<file path="config.mk">
export PLATFORM = sky130hd
export DESIGN_NAME = actc_top
export DESIGN_NICKNAME = d
export VERILOG_FILES = /design/src/verilog/actc_pkg.sv /design/src/verilog/actc_clkgen.sv /design/src/verilog/actc_top.sv
export VERILOG_INCLUDE_DIRS = /design/src /design/src/verilog
export SDC_FILE = /design/constraint.sdc
export NUM_CORES = 1
export LEC_CHECK = 0
export ABC_AREA = 1
export BUFFER_PORTS_ARGS = -buffer_cell sky130_fd_sc_hd__buf_2
export CORE_ASPECT_RATIO = 0.75
export CORE_MARGIN = 2
export CORE_UTILIZATION = 53
export CTS_CLUSTER_DIAMETER = 150
export CTS_CLUSTER_SIZE = 8
export DETAILED_ROUTE_END_ITERATION = 8
export PLACE_DENSITY = 0.77
export SLEW_MARGIN = 20
export SYNTH_ARGS = -nofsm -noshare
export SYNTH_HDL_FRONTEND = slang
export SYNTH_SLANG_ARGS = --single-unit
</file>
<file path="constraint.sdc">
create_clock -name REF_CLK -period 2.6 [get_ports REF_CLK]
set_clock_uncertainty 0.05 [all_clocks]
set_input_delay 0.39 -clock REF_CLK [delete_from_list [all_inputs] [get_ports REF_CLK]]
set_output_delay 0.39 -clock REF_CLK [all_outputs]
set_load 0.01 [all_outputs]
</file>
<file path="src/verilog/actc_map.svh">
/*
 converter timing constants, register offsets and field positions.
 assumes inclusion by the package and by the design modules.
*/
`ifndef ACTC_MAP_SVH
`define ACTC_MAP_SVH
`define ACTC_OFS_CONTROL     4'h0
`define ACTC_OFS_SYSCFG      4'h1
`define ACTC_OFS_MCCFG       4'h2
`define ACTC_OFS_STATUS      4'h3
`define ACTC_OFS_RESULT      4'h4
`define ACTC_OFS_INPUT       4'h5
`define ACTC_CTL_RESET       16'h0000
`define ACTC_DIV_HI          15
`define ACTC_DIV_LO          14
`define ACTC_STC_HI          13
`define ACTC_STC_LO          12
`define ACTC_BIT_ALTCLK      11
`define ACTC_BIT_POSTCAL     10
`define ACTC_BIT_MODE8       9
`define ACTC_BIT_START       8
`define ACTC_ALT_HI          7
`define ACTC_ALT_LO          0
`define ACTC_RESOLVE10       8'h28
`define ACTC_RESOLVE8        8'h20
`define ACTC_POSTCAL_BC      8'h0c
`define ACTC_LOAD_SYS        4'h6
`define ACTC_CAL_MIN_BC      16'h01e4
`define ACTC_CAL_MAX_BC      16'h2db0
`define ACTC_CODE_ZERO       10'h000
`define ACTC_CODE_FULL       10'h3ff
`endif

</file>
<file path="src/verilog/actc_pkg.sv">
/*
 types shared by the converter timing control.
 assumes actc_map.svh sits next to it.
*/
`include "actc_map.svh"
package actc_pkg;
    typedef enum logic [2:0] {
        ACTC_IDLE, ACTC_SAMPLE, ACTC_RESOLVE, ACTC_POSTCAL, ACTC_LOAD
    } actc_phase_type;
    typedef struct packed {
        logic [3:0]  addr;
        logic [15:0] wdata;
        logic        wr;
        logic        rd;
    } actc_bus_type;
    typedef struct packed {
        logic        below;  // input under reference ground
        logic        above;  // input over reference supply
        logic [9:0]  code;   // raw approximation code
    } actc_analog_type;
endpackage

</file>
<file path="src/verilog/actc_clkgen.sv">
/*
 derives the cpu and system clock enables from the master clock tick.
 assumes master ticks come from the configured prescaler or pll, one per master period.
*/
`timescale 1ns/10ps
module actc_clkgen
    import actc_pkg::*;
(
    input  wire logic REF_CLK,
    input  wire logic rst_n,
    input  wire logic cpu_clock_halving,
    input  wire logic mc_tick,
    output logic      sys_tick
);
    logic half;
    logic next_half;
    logic next_sys_tick;

    // cpu clock equals master or master/2, system clock follows cpu
    always_comb
    begin
        next_half     = half;
        next_sys_tick = 1'b0;
        if (mc_tick)
        begin
            next_half     = ~half;
            next_sys_tick = ~cpu_clock_halving | half;
        end
    end

    always_ff @(posedge REF_CLK or negedge rst_n)
    begin
        if (!rst_n)
        begin
            half     <= 1'b0;
            sys_tick <= 1'b0;
        end
        else
        begin
            half     <= next_half;
            sys_tick <= next_sys_tick;
        end
    end

    sys_rate_a: assert property (@(posedge REF_CLK) disable iff (!rst_n)
        (sys_tick && cpu_clock_halving) |=> !sys_tick)
        else $error("halved system clock ticked twice in a row");
endmodule

</file>
<file path="src/verilog/actc_top.sv">
/*
 converter timing control: clock derivation, sample and conversion sequencing,
 result saturation and reset calibration window.
 assumes a plain register port and an analog front end that reports its code.
*/
// Design decisions made here: the strobed register port and the address map.
// How it works
// - compatibility divider codes 00..11 give system clock over 4, 2, 16, 8
// - sample lasts 8, 16, 32 or 64 basic clocks by sample select
// - ten-bit conversion: sample plus 52 or 40 basic clocks plus six system
// - eight-bit conversion: sample plus 44 or 32 basic clocks plus six system
// - dropping post-calibration removes exactly twelve basic clocks
// - each conversion ends loading the result, inside the six system clocks
// - input below ground gives all zeros, above supply gives all ones
// - after reset calibration runs 484 to 11696 basic clocks
// - conversions during calibration run and lengthen remaining calibration
// - cpu clock is master clock or half of it by one bit
// - peripherals run on a system clock equal to cpu clock
// - master clock configuration picks how master clock is derived
// - an alternative programmable basic clock divider is selectable
`timescale 1ns/10ps
`include "actc_map.svh"
module actc_top
    import actc_pkg::*;
#(
    parameter int CAL_MAX_BC = 11696
)
(
    input  wire logic            REF_CLK,
    input  wire logic            RST_N,
    input  wire actc_pkg::actc_bus_type    BUS,
    output logic [15:0]          RDATA,
    input  wire actc_pkg::actc_analog_type ANALOG,
    input  wire logic            REF_NOISE,
    output logic                 BUSY,
    output logic                 CAL_RUNNING,
    output logic [9:0]           RESULT
);
    import actc_pkg::*;

    // reset release through two flops
    logic rst_meta;
    logic rst_n;
    always_ff @(posedge REF_CLK or negedge RST_N)
    begin
        if (!RST_N)
        begin
            rst_meta <= 1'b0;
            rst_n    <= 1'b0;
        end
        else
        begin
            rst_meta <= 1'b1;
            rst_n    <= rst_meta;
        end
    end

    // register state
    logic [15:0] control;
    logic        sys_cfg;
    logic [1:0]  mc_cfg;
    logic [15:0] next_control;
    logic        next_sys_cfg;
    logic [1:0]  next_mc_cfg;
    logic [15:0] next_rdata;
    logic        start_req;

    // register writes and read mux
    always_comb
    begin
        next_control = control;
        next_sys_cfg = sys_cfg;
        next_mc_cfg  = mc_cfg;
        next_rdata   = 16'h0000;
        start_req    = 1'b0;
        if (BUS.wr)
        begin
            unique case (BUS.addr)
                `ACTC_OFS_CONTROL:
                begin
                    next_control = BUS.wdata;
                    next_control[`ACTC_BIT_START] = 1'b0; // start self clears
                    start_req = BUS.wdata[`ACTC_BIT_START];
                end
                `ACTC_OFS_SYSCFG: next_sys_cfg = BUS.wdata[0];
                `ACTC_OFS_MCCFG:  next_mc_cfg  = BUS.wdata[1:0];
                default:          next_control = control;
            endcase
        end
        if (BUS.rd)
        begin
            unique case (BUS.addr)
                `ACTC_OFS_CONTROL: next_rdata = control;
                `ACTC_OFS_SYSCFG:  next_rdata = {15'h0000, sys_cfg};
                `ACTC_OFS_MCCFG:   next_rdata = {14'h0000, mc_cfg};
                `ACTC_OFS_STATUS:  next_rdata = {14'h0000, CAL_RUNNING, BUSY};
                `ACTC_OFS_RESULT:  next_rdata = {6'h00, RESULT};
                default:           next_rdata = 16'h0000;
            endcase
        end
    end

    always_ff @(posedge REF_CLK or negedge rst_n)
    begin
        if (!rst_n)
        begin
            control <= `ACTC_CTL_RESET;
            sys_cfg <= 1'b0;
            mc_cfg  <= 2'h0;
            RDATA   <= 16'h0000;
        end
        else
        begin
            control <= next_control;
            sys_cfg <= next_sys_cfg;
            mc_cfg  <= next_mc_cfg;
            RDATA   <= next_rdata;
        end
    end

    // master clock derivation: 0 direct, 1 prescale by 2, 2 by 4, 3 locked loop as direct
    logic [1:0] mc_cnt;
    logic [1:0] next_mc_cnt;
    logic       mc_tick;
    always_comb
    begin
        next_mc_cnt = mc_cnt + 2'h1;
        unique case (mc_cfg)
            2'h1:    mc_tick = (mc_cnt[0] == 1'b1);
            2'h2:    mc_tick = (mc_cnt == 2'h3);
            default: mc_tick = 1'b1;
        endcase
    end
    always_ff @(posedge REF_CLK or negedge rst_n)
    begin
        if (!rst_n)
            mc_cnt <= 2'h0;
        else
            mc_cnt <= next_mc_cnt;
    end

    logic sys_tick;
    actc_clkgen u_clkgen (
        .REF_CLK           (REF_CLK),
        .rst_n             (rst_n),
        .cpu_clock_halving (sys_cfg),
        .mc_tick           (mc_tick),
        .sys_tick          (sys_tick)
    );

    // divider ratio from compatibility codes or the alternative field
    function automatic logic [8:0] div_ratio(input logic [15:0] c);
        logic [8:0] r;
        r = 9'h004;
        if (c[`ACTC_BIT_ALTCLK])
            r = {1'b0, c[`ACTC_ALT_HI:`ACTC_ALT_LO]} + 9'h001;
        else
        begin
            unique case (c[`ACTC_DIV_HI:`ACTC_DIV_LO])
                2'h0: r = 9'h004;
                2'h1: r = 9'h002;
                2'h2: r = 9'h010;
                2'h3: r = 9'h008;
            endcase
        end
        return r;
    endfunction

    // sequencer phase, declared early since the basic clock restarts on a start
    actc_phase_type phase;
    actc_phase_type next_phase;

    // basic clock tick from system ticks
    logic [8:0] bc_cnt;
    logic [8:0] next_bc_cnt;
    logic       bc_tick;
    always_comb
    begin
        next_bc_cnt = bc_cnt;
        bc_tick     = 1'b0;
        if (sys_tick)
        begin
            if (bc_cnt + 9'h001 >= div_ratio(control))
            begin
                next_bc_cnt = 9'h000;
                bc_tick     = 1'b1;
            end
            else
                next_bc_cnt = bc_cnt + 9'h001;
        end
        // a start restarts the basic clock, so the conversion length is exact to within one system period
        if (start_req && phase == ACTC_IDLE)
            next_bc_cnt = 9'h000;
    end
    always_ff @(posedge REF_CLK or negedge rst_n)
    begin
        if (!rst_n)
            bc_cnt <= 9'h000;
        else
            bc_cnt <= next_bc_cnt;
    end

    // conversion sequencer
    logic [7:0]  ph_cnt;
    logic [7:0]  next_ph_cnt;
    logic [9:0]  next_result;
    logic        next_busy;
    logic        mode8;
    logic        postcal;
    logic        next_mode8;
    logic        next_postcal;
    logic [7:0]  sample_len;
    logic [7:0]  resolve_len;

    always_comb
    begin
        unique case (control[`ACTC_STC_HI:`ACTC_STC_LO])
            2'h0: sample_len = 8'h08;
            2'h1: sample_len = 8'h10;
            2'h2: sample_len = 8'h20;
            2'h3: sample_len = 8'h40;
        endcase
        resolve_len = mode8 ? `ACTC_RESOLVE8 : `ACTC_RESOLVE10;
    end

    always_comb
    begin
        next_phase   = phase;
        next_ph_cnt  = ph_cnt;
        next_result  = RESULT;
        next_mode8   = mode8;
        next_postcal = postcal;
        unique case (phase)
            ACTC_IDLE:
                if (start_req)
                begin
                    next_phase   = ACTC_SAMPLE;
                    next_ph_cnt  = 8'h00;
                    next_mode8   = BUS.wdata[`ACTC_BIT_MODE8];
                    next_postcal = BUS.wdata[`ACTC_BIT_POSTCAL];
                end
            ACTC_SAMPLE:
                if (bc_tick)
                begin
                    next_ph_cnt = ph_cnt + 8'h01;
                    if (ph_cnt + 8'h01 == sample_len)
                    begin
                        next_phase  = ACTC_RESOLVE;
                        next_ph_cnt = 8'h00;
                    end
                end
            ACTC_RESOLVE:
                if (bc_tick)
                begin
                    next_ph_cnt = ph_cnt + 8'h01;
                    if (ph_cnt + 8'h01 == resolve_len)
                    begin
                        next_phase  = postcal ? ACTC_POSTCAL : ACTC_LOAD;
                        next_ph_cnt = 8'h00;
                    end
                end
            ACTC_POSTCAL:
                if (bc_tick)
                begin
                    next_ph_cnt = ph_cnt + 8'h01;
                    if (ph_cnt + 8'h01 == `ACTC_POSTCAL_BC)
                    begin
                        next_phase  = ACTC_LOAD;
                        next_ph_cnt = 8'h00;
                    end
                end
            ACTC_LOAD:
                if (sys_tick)
                begin
                    next_ph_cnt = ph_cnt + 8'h01;
                    if (ph_cnt + 8'h01 == {4'h0, `ACTC_LOAD_SYS})
                    begin
                        next_phase  = ACTC_IDLE;
                        next_ph_cnt = 8'h00;
                        if (ANALOG.below)
                            next_result = `ACTC_CODE_ZERO;
                        else if (ANALOG.above)
                            next_result = `ACTC_CODE_FULL;
                        else if (mode8)
                            next_result = {ANALOG.code[9:2], 2'h0};
                        else
                            next_result = ANALOG.code;
                    end
                end
        endcase
        next_busy = (next_phase != ACTC_IDLE);
    end

    always_ff @(posedge REF_CLK or negedge rst_n)
    begin
        if (!rst_n)
        begin
            phase   <= ACTC_IDLE;
            ph_cnt  <= 8'h00;
            RESULT  <= 10'h000;
            BUSY    <= 1'b0;
            mode8   <= 1'b0;
            postcal <= 1'b0;
        end
        else
        begin
            phase   <= next_phase;
            ph_cnt  <= next_ph_cnt;
            RESULT  <= next_result;
            BUSY    <= next_busy;
            mode8   <= next_mode8;
            postcal <= next_postcal;
        end
    end

    // noise flag comes from the analog side: three flops, taken once two agree
    logic [2:0] noise_sync;
    logic       noise_q;
    logic       next_noise_q;
    always_comb
    begin
        next_noise_q = noise_q;
        if (noise_sync[2] == noise_sync[1])
            next_noise_q = noise_sync[2];
    end
    always_ff @(posedge REF_CLK or negedge rst_n)
    begin
        if (!rst_n)
        begin
            noise_sync <= 3'h0;
            noise_q    <= 1'b0;
        end
        else
        begin
            noise_sync <= {noise_sync[1:0], REF_NOISE};
            noise_q    <= next_noise_q;
        end
    end

    // reset calibration: runs at least the minimum, ends when reference is quiet or at the maximum
    logic [15:0] cal_cnt;
    logic [15:0] next_cal_cnt;
    logic        next_cal_running;
    always_comb
    begin
        next_cal_cnt     = cal_cnt;
        next_cal_running = CAL_RUNNING;
        if (CAL_RUNNING && bc_tick)
        begin
            if (BUSY)
                next_cal_cnt = cal_cnt;
            else
                next_cal_cnt = cal_cnt + 16'h0001;
            if (next_cal_cnt >= 16'(CAL_MAX_BC) ||
                (next_cal_cnt >= `ACTC_CAL_MIN_BC && !noise_q))
                next_cal_running = 1'b0;
        end
    end
    always_ff @(posedge REF_CLK or negedge rst_n)
    begin
        if (!rst_n)
        begin
            cal_cnt     <= 16'h0000;
            CAL_RUNNING <= 1'b1;
        end
        else
        begin
            cal_cnt     <= next_cal_cnt;
            CAL_RUNNING <= next_cal_running;
        end
    end

    sample_order_a: assert property (@(posedge REF_CLK) disable iff (!rst_n)
        (phase == ACTC_SAMPLE && next_phase == ACTC_RESOLVE)
            |-> (ph_cnt + 8'h01 == sample_len))
        else $error("sampling ended at wrong length");
    postcal_skip_a: assert property (@(posedge REF_CLK) disable iff (!rst_n)
        (phase == ACTC_RESOLVE && !postcal) |=> phase != ACTC_POSTCAL)
        else $error("post-calibration ran while disabled");
    load_order_a: assert property (@(posedge REF_CLK) disable iff (!rst_n)
        (phase == ACTC_IDLE && $past(phase) != ACTC_IDLE) |-> $past(phase) == ACTC_LOAD)
        else $error("conversion ended outside load phase");
    sat_low_a: assert property (@(posedge REF_CLK) disable iff (!rst_n)
        (phase == ACTC_LOAD && next_phase == ACTC_IDLE && ANALOG.below)
            |=> RESULT == `ACTC_CODE_ZERO)
        else $error("low saturation missing");
    sat_high_a: assert property (@(posedge REF_CLK) disable iff (!rst_n)
        (phase == ACTC_LOAD && next_phase == ACTC_IDLE && !ANALOG.below && ANALOG.above)
            |=> RESULT == `ACTC_CODE_FULL)
        else $error("high saturation missing");
    cal_min_a: assert property (@(posedge REF_CLK) disable iff (!rst_n)
        $fell(CAL_RUNNING) |-> cal_cnt + 16'h0001 >= `ACTC_CAL_MIN_BC)
        else $error("calibration ended early");
    cal_hold_a: assert property (@(posedge REF_CLK) disable iff (!rst_n)
        (CAL_RUNNING && BUSY) |=> $stable(cal_cnt))
        else $error("calibration advanced during conversion");
    div_tick_a: assert property (@(posedge REF_CLK) disable iff (!rst_n)
        bc_tick |-> sys_tick)
        else $error("basic tick without system tick");
endmodule

</file>
==> qor.csv, run 1 <==
stage;metric;value;unit
place;Placer Congestion;0.876;
setup_path;reg-to-reg critical path startpoint;bc_cnt[1];
sta;number of pins exceeding their max-slew limit in the final report;0;
sta;Tightest Pin Transition;0.609;ns
clock_tree;clock tree root driver cell;clkbuf_16;
setup_path;Crit. End Element;register;
synth;primary flip-flop cell chosen by synthesis mapping;dfrtp_1;
sta;Setup WS post-layout;-0.405;ns
detailed_routing;overall via count from detail_route;5133;
detailed_routing;post-route DRC violation count;0;
power;reported net switching power;1.72;mW
clock_tree;count of clock tree sinks;94;
detailed_routing;routed vias/inst;5.43;
grt;met2 Track Usage GR;40.0;%
setup_path;maximum fanout encountered on the critical timing path;5;
power;internal power;3.06;mW
die;initial cell density of the core;54.6;%
sta;highest clock frequency the design can meet;0.333;GHz
flow_run;max-capacitance violation count;0;
min_path;hold-critical path depth;1;
min_path;path class of the lowest-slack min-delay path;input pin to register;
layout;share of final-layout standard cells stronger than drive strength 1;23.6;%
layout;Finished Cell Area;6620;um^2
sta;count of endpoints failing setup in the final report;38;
clock_tree;later-pin clock latency in the skew report;0.35;ns
layout;# fillers;776;
die;core area;9700;um^2
clock_tree;Clk pin slew, worst setup/hold paths;0.07;ns
synth;Post-Synthesis Cells;698;
die;I/O Pins;65;
die;Horiz. Die Dim;119;um
power;maximum vdd drop;0.378;mV
grt;antenna violations before repair;0;
sta;Final Hold Viols;0;
layout;number of antenna diodes;0;
detailed_routing;Routed wire per std cell;14.8;um
synth;#FFs+latches synth;94;
setup_path;critical path data required time;2.78;ns
synth;number of enable flip-flop cells after synthesis;0;
power;combinational share of power;33.9;%
power;power density over cell area;722;nW/um^2
sta;Max-Slew Margin vs Limit;59.4;%
synth;warnings from Yosys;0;
grt;total global routing track utilization;26.2;%
setup_path;kind of critical path;register to register;
grt;Congestion Overflow GR;0;
synth;post-synth net total;752;
grt;met3 Use GR;6.88;%
setup_path;CP Data Arrival Time;3.18;ns
detailed_routing;ANT nets after route;0;
power;Pleak;3.32;nW
detailed_routing;routed wire length;14000;um
die;number of placement rows;31;
setup_path;r2r endpoint;BUSY;
grt;wire length of the first global-routing pass;22600;um
outcome;outcome;complete, but fails checks;
clock_tree;total clock buffers created by CTS;9;
sta;final cycle utilization of the critical path;116;%
clock_tree;clk buf depth;2;
synth;area of the mapped netlist;5300;um^2
grt;largest net degree at the start of global routing;50;
min_path;launch point of the worst hold path;REF_NOISE;
place;placed cell area;6030;um^2
die;die height;90.6;um
min_path;worst hold path endpoint;noise_sync[0];
synth;unique cell type count in the Yosys netlist;39;
power;power share of the clock group;27.3;%
clock_tree;H-tree levels;3;
layout;area growth from synthesis to final layout;24.9;%
detailed_routing;iteration count of the initial detailed-routing pass;5;
detailed_routing;drt first-iter violations;444;
place;detailed placer's ending HPWL;10100;um
die;area of the die;10800;um^2
setup_path;register-to-register setup slack;-0.40;ns
sta;Tmin final;3.00;ns
setup_path;r2r worst-path depth;19;
synth;part of the Yosys area used for sequential elements;44.4;%
layout;net count of the finished layout;863;
place;pre-CTS worst setup slack;-0.376;ns
power;switching share of power;36.0;%
power;part of the total power dissipated in sequential elements;38.8;%
grt;GR Util met1;37.4;%
synth;syn avg cell area;7.59;um^2
sta;RSZ-0062 raised after global routing;yes;
outcome;failing checks;negative setup slack;
grt;global route hottest layer;met2;
setup_path;kind of start point of the critical path;register;
clock_tree;CTS tree;yes;
grt;vias in the first global route;4825;
synth;Synth async-reset ratio;100;%
place;count of port buffers added during placement;64;
cells by family (layout without fill, tap and decap cells):
logic type / Yosys count / count (layout) / share of synthesized area (%)
buffers and inverters: 107 / 222 / 7.70
multiplexers: 3 / 3 / 0.637
AND/OR/NAND/NOR: 357 / 357 / 29.8
XOR/XNOR: 12 / 12 / 1.98
AO/OA/AOI/OAI: 106 / 106 / 11.2
other: 1 / 1 / 0.0708
adder cells (fa/ha/maj): 18 / 18 / 4.20
flip-flops: 94 / 94 / 44.4
layout by cell type, fill, tap and decap left out, types with 3 or more instances in the layout:
master	n
o21ai_0	38
buf_6	7
nand2_2	12
nor2_4	6
nand3_2	7
o22ai_1	3
nor3_1	12
o21bai_1	4
inv_1	85
xor2_1	11
clkbuf_16	9
inv_2	5
o21ai_2	3
nor2_1	71
nand4_1	22
nand3b_1	7
nand3_1	38
buf_4	40
a21oi_2	3
nor2_2	8
buf_2	64
o21ai_1	20
nand2_1	163
mux2_2	3
ha_1	14
dfrtp_1	92
nor3_2	4
a32o_1	4
a21oi_1	23
critical path, stage by stage (launching register included):
cell and delay [ns]:
dfrtp_1 0.36, ha_2 0.19, nand3_2 0.08, nand3b_1 0.24, buf_4 0.19, xor2_1 0.12, inv_1 0.08, ha_1 0.32
nand2_1 0.08, a21oi_2 0.15, nor2_1 0.07, nand4_1 0.17, nand2_2 0.12, inv_4 0.12, buf_6 0.11, nand3b_1 0.07
nand2_1 0.08, nand3_2 0.09, nor2_4 0.13, nand3_2 0.07
per-layer routing:
layer / routed length [um] / part of all wire (%)
met1: 6660 / 48
met2: 6240 / 44
met3: 913 / 6.5
met4: 204 / 1.5
met5: 0 / 0
power groups by stage:
stage / registers [mW] / clock network [mW] / logic [mW]
floorplan: 1.83 / 0 / 0.916
global placement: 1.86 / 0 / 1.32
detailed placement: 1.88 / 0 / 1.36
CTS: 1.85 / 1.33 / 1.53
global route: 1.88 / 1.40 / 1.78
finish: 1.85 / 1.31 / 1.62
per-stage QoR:
stage               hold WS [ns]  cells  util (%)  setup TNS (ns)  total power, mW
global placement           0.125    917      62.2           -3.63             3.18
global route               0.100    945      68.3          -15.03             5.07
finish                     0.104    945      68.3          -10.18             4.78
detailed placement         0.126    917      62.2           -9.47             3.24
CTS                       0.0987    943      66.9           -6.46             4.71
floorplan                 0.0444    698         -          -0.656             2.75
worst max path at each step:
stage                          start  depth (start not counted)          to
after CTS                 control[1]                         22   ph_cnt[0]
after global routing      control[1]                         21        BUSY
final                      bc_cnt[1]                         19        BUSY
after detailed placement   bc_cnt[0]                         16   ph_cnt[4]
after global placement    control[2]                         16  cal_cnt[1]
after floorplan            bc_cnt[0]                         15  cal_cnt[1]
cells in the mapped netlist (2+ instances only):
master | number | area (um^2)
xor2_1 | 12 | 105
a221oi_1 | 2 | 17.5
nand4_1 | 22 | 138
a31oi_1 | 2 | 12.5
clkbuf_1 | 7 | 26.3
nand3_1 | 43 | 215
nand2_1 | 171 | 642
o21ai_1 | 15 | 75.1
nor3_2 | 2 | 20.0
inv_1 | 88 | 330
nor3_1 | 15 | 75.1
o21bai_1 | 4 | 30.0
ha_1 | 17 | 213
nor2_1 | 77 | 289
nand3_2 | 3 | 30.0
dfrtp_1 | 93 | 2330
nand2_2 | 6 | 37.5
a32o_1 | 4 | 40.0
o21ai_0 | 46 | 230
o22ai_1 | 3 | 18.8
inv_2 | 4 | 15.0
nor2_2 | 7 | 43.8
a21oi_1 | 26 | 130
nand3b_1 | 7 | 52.6
buf_2 | 5 | 25.0
clkinv_1 | 2 | 7.51
mux2_2 | 3 | 33.8
sequential cells by signal, indices dropped and copies added (netlist names):
register / count
bc_cnt: 9
ph_cnt: 8
RESULT: 10
control: 15
noise_q: 1
mode8: 1
postcal: 1
phase: 3
RDATA: 16
noise_sync: 3
BUSY: 1
rst_meta: 1
sys_cfg: 1
cal_cnt: 16
u_clkgen.half: 1
CAL_RUNNING: 1
mc_cfg: 2
u_clkgen.sys_tick: 1
rst_n: 1
mc_cnt: 2
final cells by class:
class / count / area, um^2 / share of cell area, %
multi-input combinational: 497 / 2720 / 41.1
sequential: 94 / 2360 / 35.6
timing repair buffer: 113 / 729 / 11.0
inverter: 94 / 358 / 5.41
clock buffer: 10 / 229 / 3.46
tap: 132 / 165 / 2.50
clock inverter: 5 / 62.6 / 0.945
what timing repair did:
| item | in CTS | in global routing |
|---|---|---|
| cloned | 2 | 0 |
| hold buffers | 1 | 0 |
| setup endpoints to repair | 38 | 38 |
| hold endpoints to repair | 2 | 0 |
| resized for setup | 32 | 26 |
| pin swaps | 16 | 16 |
| buffers inserted | 8 | 2 |
Note: power is estimated with default switching activity, not from simulation.
==> run 2, diff against run 1 <==
CORE_ASPECT_RATIO = 1.2   (was 0.75)
SKIP_CTS_REPAIR_TIMING = 1   (was not set)
==> qor.csv, run 2 (synthesis gave the netlist of run 1 again) <==
stage;metric;value;unit;change
layout;area growth from synthesis to final layout;24.3;%;
detailed_routing;drt first-iter violations;289;;-35%
setup_path;kind of critical path;register to register;;
die;number of placement rows;40;;+29%
place;Post-Place Cells;900;;-1.9%
setup_path;kind of start point of the critical path;register;;
detailed_routing;routed wire length;13200;um;-5.6%
clock_tree;total clock buffers created by CTS;9;;unchanged
detailed_routing;ANT nets after route;0;;unchanged
setup_path;maximum fanout encountered on the critical timing path;6;;+1
outcome;outcome;complete, but fails checks;;
grt;wire length of the first global-routing pass;21500;um;-4.9%
grt;largest net degree at the start of global routing;53;;+6.0%
layout;number of cells in the finished layout apart from fillers;924;;-2.2%
detailed_routing;iteration count of the initial detailed-routing pass;5;;unchanged
die;I/O Pins;65;;unchanged
clock_tree;later-pin clock latency in the skew report;0.35;ns;about the same
power;maximum vdd drop;0.495;mV;+31%
place;count of port buffers added during placement;64;;unchanged
setup_path;r2r endpoint;BUSY;;
sta;Tmin final;2.92;ns;-0.0818 ns
clock_tree;clk buf depth;2;;unchanged
setup_path;cells along the critical path;ha_2 > nand3_2 > nand3b_1 > nor3_2 > xor2_2 > ha_4 > a21o_1 > nor2_1 > nand4_1 > nand2_2 > clkinv_4 > nand3_1 > nand3_1 > nor2_2 > nand3_2;;
die;area of the die;10800;um^2;about the same
detailed_routing;overall via count from detail_route;5064;;-1.3%
clock_tree;Clk pin slew, worst setup/hold paths;0.07;ns;about the same
power;Pleak;3.25;nW;-2.0%
layout;# fillers;791;;+1.9%
grt;total global routing track utilization;25.1;%;-1.1 points
layout;commonest non-fill, non-tap cell in the layout;nand2_1;;
place;Placer Congestion;0.913;;+4.3%
detailed_routing;Routed wire per std cell;14.3;um;-3.5%
clock_tree;clock tree root driver cell;clkbuf_16;;
layout;number of antenna diodes;0;;unchanged
clock_tree;CTS tree;yes;;
grt;Congestion Overflow GR;0;;unchanged
min_path;worst hold path endpoint;noise_sync[0];;
die;core area;9860;um^2;+1.7%
power;power density over cell area;743;nW/um^2;+2.8%
sta;Tightest Pin Transition;0.742;ns;+0.134 ns
setup_path;delay contributed by the slowest stage of the critical path;0.39;ns;+0.03 ns
place;pre-CTS worst setup slack;-0.286;ns;+0.0905 ns
layout;Finished Cell Area;6580;um^2;-0.53%
sta;count of endpoints failing setup in the final report;38;;unchanged
layout;share of final-layout standard cells stronger than drive strength 1;24.3;%;+0.69 points
min_path;launch point of the worst hold path;REF_NOISE;;
die;initial cell density of the core;53.7;%;-0.90 points
clock_tree;count of clock tree sinks;94;;unchanged
clock_tree;H-tree levels;3;;unchanged
place;detailed placer's ending HPWL;9590;um;-5.3%
min_path;path class of the lowest-slack min-delay path;input pin to register;;
sta;final cycle utilization of the critical path;112;%;-3.1 points
setup_path;reg-to-reg critical path startpoint;bc_cnt[1];;
sta;number of pins exceeding their max-slew limit in the final report;0;;unchanged
detailed_routing;routed vias/inst;5.48;;+0.90%
grt;vias in the first global route;4939;;+2.4%
layout;most used cells in the layout excluding fill and tap cells;nand2_1, dfrtp_1, inv_1;;
setup_path;Crit. End Element;register;;
place;placed cell area;5940;um^2;-1.5%
setup_path;library cell contributing the largest single delay on the critical path;dfrtp_1;;
die;Horiz. Die Dim;95.3;um;-20%
sta;Setup WS post-layout;-0.323;ns;+0.0818 ns
layout;net count of the finished layout;847;;-1.9%
layout;largest registers;RDATA x16, cal_cnt x16, control x15;;
sta;highest clock frequency the design can meet;0.342;GHz;+2.8%
outcome;failing checks;negative setup slack;;
setup_path;CP top delay family;simple AND/OR/NAND/NOR gates;;
sta;Max-Slew Margin vs Limit;50.1;%;-9.3 points
sta;Final Hold Viols;0;;unchanged
setup_path;register-to-register setup slack;-0.32;ns;+0.08 ns
setup_path;CP Data Arrival Time;3.10;ns;-0.08 ns
grt;antenna violations before repair;0;;unchanged
die;die height;114;um;+25%
min_path;hold-critical path depth;1;;unchanged
sta;RSZ-0062 raised after global routing;yes;;
flow_run;max-capacitance violation count;0;;unchanged
setup_path;critical path data required time;2.78;ns;about the same
detailed_routing;post-route DRC violation count;0;;unchanged
setup_path;total buffers and inverters traversed by the critical path;1;;-3
setup_path;r2r worst-path depth;15;;-4
run 2: where the power goes:
group	internal (mW)	switching (mW)
registers	1.65	0.217
clock network	0.874	0.578
logic	0.647	0.922
total	3.17	1.72
run 2: how the worst max path moves through the flow:
stage | cells after the start | start | slack [ns] | end
after global routing | 19 | control[0] | -0.48 | BUSY
after detailed placement | 16 | bc_cnt[1] | -0.29 | ph_cnt[4]
after floorplan | 15 | bc_cnt[0] | -0.08 | cal_cnt[1]
after global placement | 19 | control[0] | -0.21 | ph_cnt[4]
final | 15 | bc_cnt[1] | -0.32 | BUSY
after CTS | 19 | control[0] | -0.32 | ph_cnt[4]
run 2: routing by layer:
metal | GRT usage [%] | share of wire, %
met5 | 0 | 0
met3 | 4.89 | 4.0
met1 | 29.8 | 40
met4 | 11.6 | 3.3
met2 | 43.2 | 52
run 2: worst reg2reg max path, cell delays in order, from the launching register on:
cell	delay [ns]
dfrtp_1	0.39
ha_2	0.20
nand3_2	0.09
nand3b_1	0.23
nor3_2	0.27
xor2_2	0.24
ha_4	0.25
a21o_1	0.15
nor2_1	0.09
nand4_1	0.13
nand2_2	0.17
clkinv_4	0.11
nand3_1	0.11
nand3_1	0.10
nor2_2	0.15
nand3_2	0.09
run 2: area by class of cell:
class	instances	area [um^2]	area share (%)
clock buffer	10	239	3.63
sequential	94	2360	35.8
multi-input combinational	497	2780	42.2
timing repair buffer	97	606	9.20
inverter	94	358	5.44
tap	126	158	2.39
clock inverter	6	90.1	1.37
run 2: metrics by stage:
step                      hold WS, ns  utilization (%)  setup TNS, ns  power, mW
final                          0.0954             66.8          -7.48       4.89
after global routing           0.0879             66.8         -13.17       5.18
after CTS                      -0.250             63.6          -5.67       4.65
after detailed placement        0.126             60.2          -4.73       3.18
after global placement          0.125             60.2          -1.70       3.13
after floorplan                0.0444                -         -0.656       2.75
==> run 3, diff against run 2 <==
RECOVER_POWER = 50   (was not set)
==> qor.csv, run 3 (synthesis gave the netlist of run 1 again) <==
stage;metric;value;unit;change
die;I/O Pins;65;;unchanged
power;internal power;3.17;mW;-0.12%
grt;vias in the first global route;4939;;unchanged
min_path;hold-critical path depth;1;;unchanged
die;die height;114;um;unchanged
sta;number of pins exceeding their max-slew limit in the final report;53;;+53
sta;final cycle utilization of the critical path;112;%;-0.20 points
sta;highest clock frequency the design can meet;0.343;GHz;+0.18%
power;part of the total power dissipated in sequential elements;38.2;%;about the same
setup_path;Crit. End Element;register;;
setup_path;kind of critical path;register to register;;
setup_path;reg-to-reg critical path startpoint;bc_cnt[1];;
grt;largest net degree at the start of global routing;53;;unchanged
sta;Tmin final;2.92;ns;-0.00516 ns
grt;wire length of the first global-routing pass;21500;um;unchanged
setup_path;maximum fanout encountered on the critical timing path;6;;unchanged
place;detailed placer's ending HPWL;9590;um;unchanged
clock_tree;clock tree root driver cell;clkbuf_16;;
setup_path;register-to-register setup slack;-0.32;ns;about the same
clock_tree;CTS tree;yes;;
detailed_routing;iteration count of the initial detailed-routing pass;7;;+2
clock_tree;clk buf depth;2;;unchanged
grt;Congestion Overflow GR;0;;unchanged
detailed_routing;routed wire length;13200;um;-0.13%
detailed_routing;routed vias/inst;5.49;;+0.26%
power;switching share of power;35.1;%;about the same
detailed_routing;post-route DRC violation count;0;;unchanged
flow_run;max-capacitance violation count;1;;+1
grt;total global routing track utilization;25.1;%;unchanged
layout;most used cells in the layout excluding fill and tap cells;nand2_1, dfrtp_1, inv_1;;
power;maximum vdd drop;0.496;mV;+0.12%
clock_tree;total clock buffers created by CTS;9;;unchanged
min_path;worst hold path endpoint;noise_sync[0];;
layout;commonest non-fill, non-tap cell in the layout;nand2_1;;
sta;RSZ-0062 raised after global routing;yes;;
outcome;failing checks;max-capacitance violations, max-slew violations, negative setup slack;;
setup_path;critical path data required time;2.78;ns;about the same
die;Horiz. Die Dim;95.3;um;unchanged
min_path;launch point of the worst hold path;REF_NOISE;;
sta;Tightest Pin Transition;2.00;ns;+1.26 ns
setup_path;delay contributed by the slowest stage of the critical path;0.39;ns;about the same
layout;net count of the finished layout;847;;unchanged
die;core area;9860;um^2;unchanged
layout;largest registers;RDATA x16, cal_cnt x16, control x15;;
setup_path;CP Data Arrival Time;3.10;ns;about the same
detailed_routing;ANT nets after route;0;;unchanged
outcome;outcome;complete, but fails checks;;
layout;area growth from synthesis to final layout;23.9;%;
power;power density over cell area;744;nW/um^2;+0.22%
clock_tree;later-pin clock latency in the skew report;0.35;ns;about the same
clock_tree;H-tree levels;3;;unchanged
layout;number of cells in the finished layout apart from fillers;924;;unchanged
min_path;path class of the lowest-slack min-delay path;input pin to register;;
layout;share of final-layout standard cells stronger than drive strength 1;23.9;%;-0.38 points
clock_tree;count of clock tree sinks;94;;unchanged
setup_path;kind of start point of the critical path;register;;
sta;Final Hold Viols;0;;unchanged
power;reported net switching power;1.72;mW;about the same
die;area of the die;10800;um^2;unchanged
setup_path;cells along the critical path;ha_2 > nand3_2 > nand3b_1 > nor3_2 > xor2_2 > ha_4 > a21o_1 > nor2_1 > nand4_1 > nand2_2 > clkinv_4 > nand3_1 > nand3_1 > nor2_2 > nand3_2;;
layout;number of antenna diodes;0;;unchanged
detailed_routing;drt first-iter violations;317;;+9.7%
power;Power Total;4.89;mW;about the same
place;Post-Place Cells;900;;unchanged
die;initial cell density of the core;53.7;%;unchanged
power;Pleak;3.24;nW;-0.29%
layout;Util after Layout;66.6;%;-0.19 points
setup_path;r2r endpoint;BUSY;;
place;count of port buffers added during placement;64;;unchanged
power;combinational share of power;32.0;%;about the same
setup_path;library cell contributing the largest single delay on the critical path;dfrtp_1;;
detailed_routing;overall via count from detail_route;5077;;+0.26%
place;Placer Congestion;0.913;;unchanged
sta;Setup WS post-layout;-0.318;ns;+0.00516 ns
die;number of placement rows;40;;unchanged
grt;antenna violations before repair;0;;unchanged
sta;count of endpoints failing setup in the final report;38;;unchanged
clock_tree;Clk pin slew, worst setup/hold paths;0.07;ns;about the same
power;power share of the clock group;29.8;%;about the same
setup_path;r2r worst-path depth;15;;unchanged
detailed_routing;Routed wire per std cell;14.3;um;-0.13%
sta;Max-Slew Margin vs Limit;-33.4;%;-84 points
## run 3: critical path, delay by kind of cell, from the launching register on
kind                       cells  cell delay [ns]
adders and majority gates      2             0.45
DFF                            1             0.39
AOI/OAI and AO/OA              1             0.15
buffers and inverters          1             0.11
and+or+nand+nor               10             1.42
xor gates and xnor gates       1             0.24
## run 3: routing by layer
| layer | track usage, % | share of wire, % |
|---|---|---|
| met1 | 29.8 | 40 |
| met3 | 4.89 | 4.5 |
| met5 | 0 | 0 |
| met4 | 11.6 | 3.4 |
| met2 | 43.2 | 52 |
## run 3: cell type report
| cell class | count | area (um^2) |
|---|---|---|
| sequential | 94 | 2350 |
| tap | 126 | 158 |
| fill | 797 | 3290 |
| timing repair buffer | 97 | 591 |
| multi-input combinational | 497 | 2780 |
| clock inverter | 6 | 90.1 |
| inverter | 94 | 358 |
| clock buffer | 10 | 239 |
## run 3: worst max-delay path by stage
stage / startpoint / end / slack, ns
floorplan: bc_cnt[0] / cal_cnt[1] / -0.08
global placement: control[0] / ph_cnt[4] / -0.21
detailed placement: bc_cnt[1] / ph_cnt[4] / -0.29
CTS: control[0] / ph_cnt[4] / -0.32
global route: control[0] / BUSY / -0.48
finish: bc_cnt[1] / BUSY / -0.32
## run 3: power by group through the flow
stage / sequential, mW / clock, mW / combinational (mW)
global route: 1.89 / 1.53 / 1.75
floorplan: 1.83 / 0 / 0.916
CTS: 1.86 / 1.48 / 1.31
detailed placement: 1.88 / 0 / 1.30
finish: 1.87 / 1.46 / 1.56
global placement: 1.87 / 0 / 1.26
## run 3: through the flow
stage,instance area [um^2],TNS [ns],setup slack (ns),hold WS (ns)
2_1_floorplan,5310,-0.656,-0.0786,0.0444
3_3_place_gp,5940,-1.70,-0.209,0.125
3_5_place_dp,5940,-4.73,-0.286,0.126
4_1_cts,6270,-5.67,-0.319,-0.250
5_1_grt,6570,-20.48,-0.484,0.0879
6_report,6570,-7.24,-0.318,0.0953
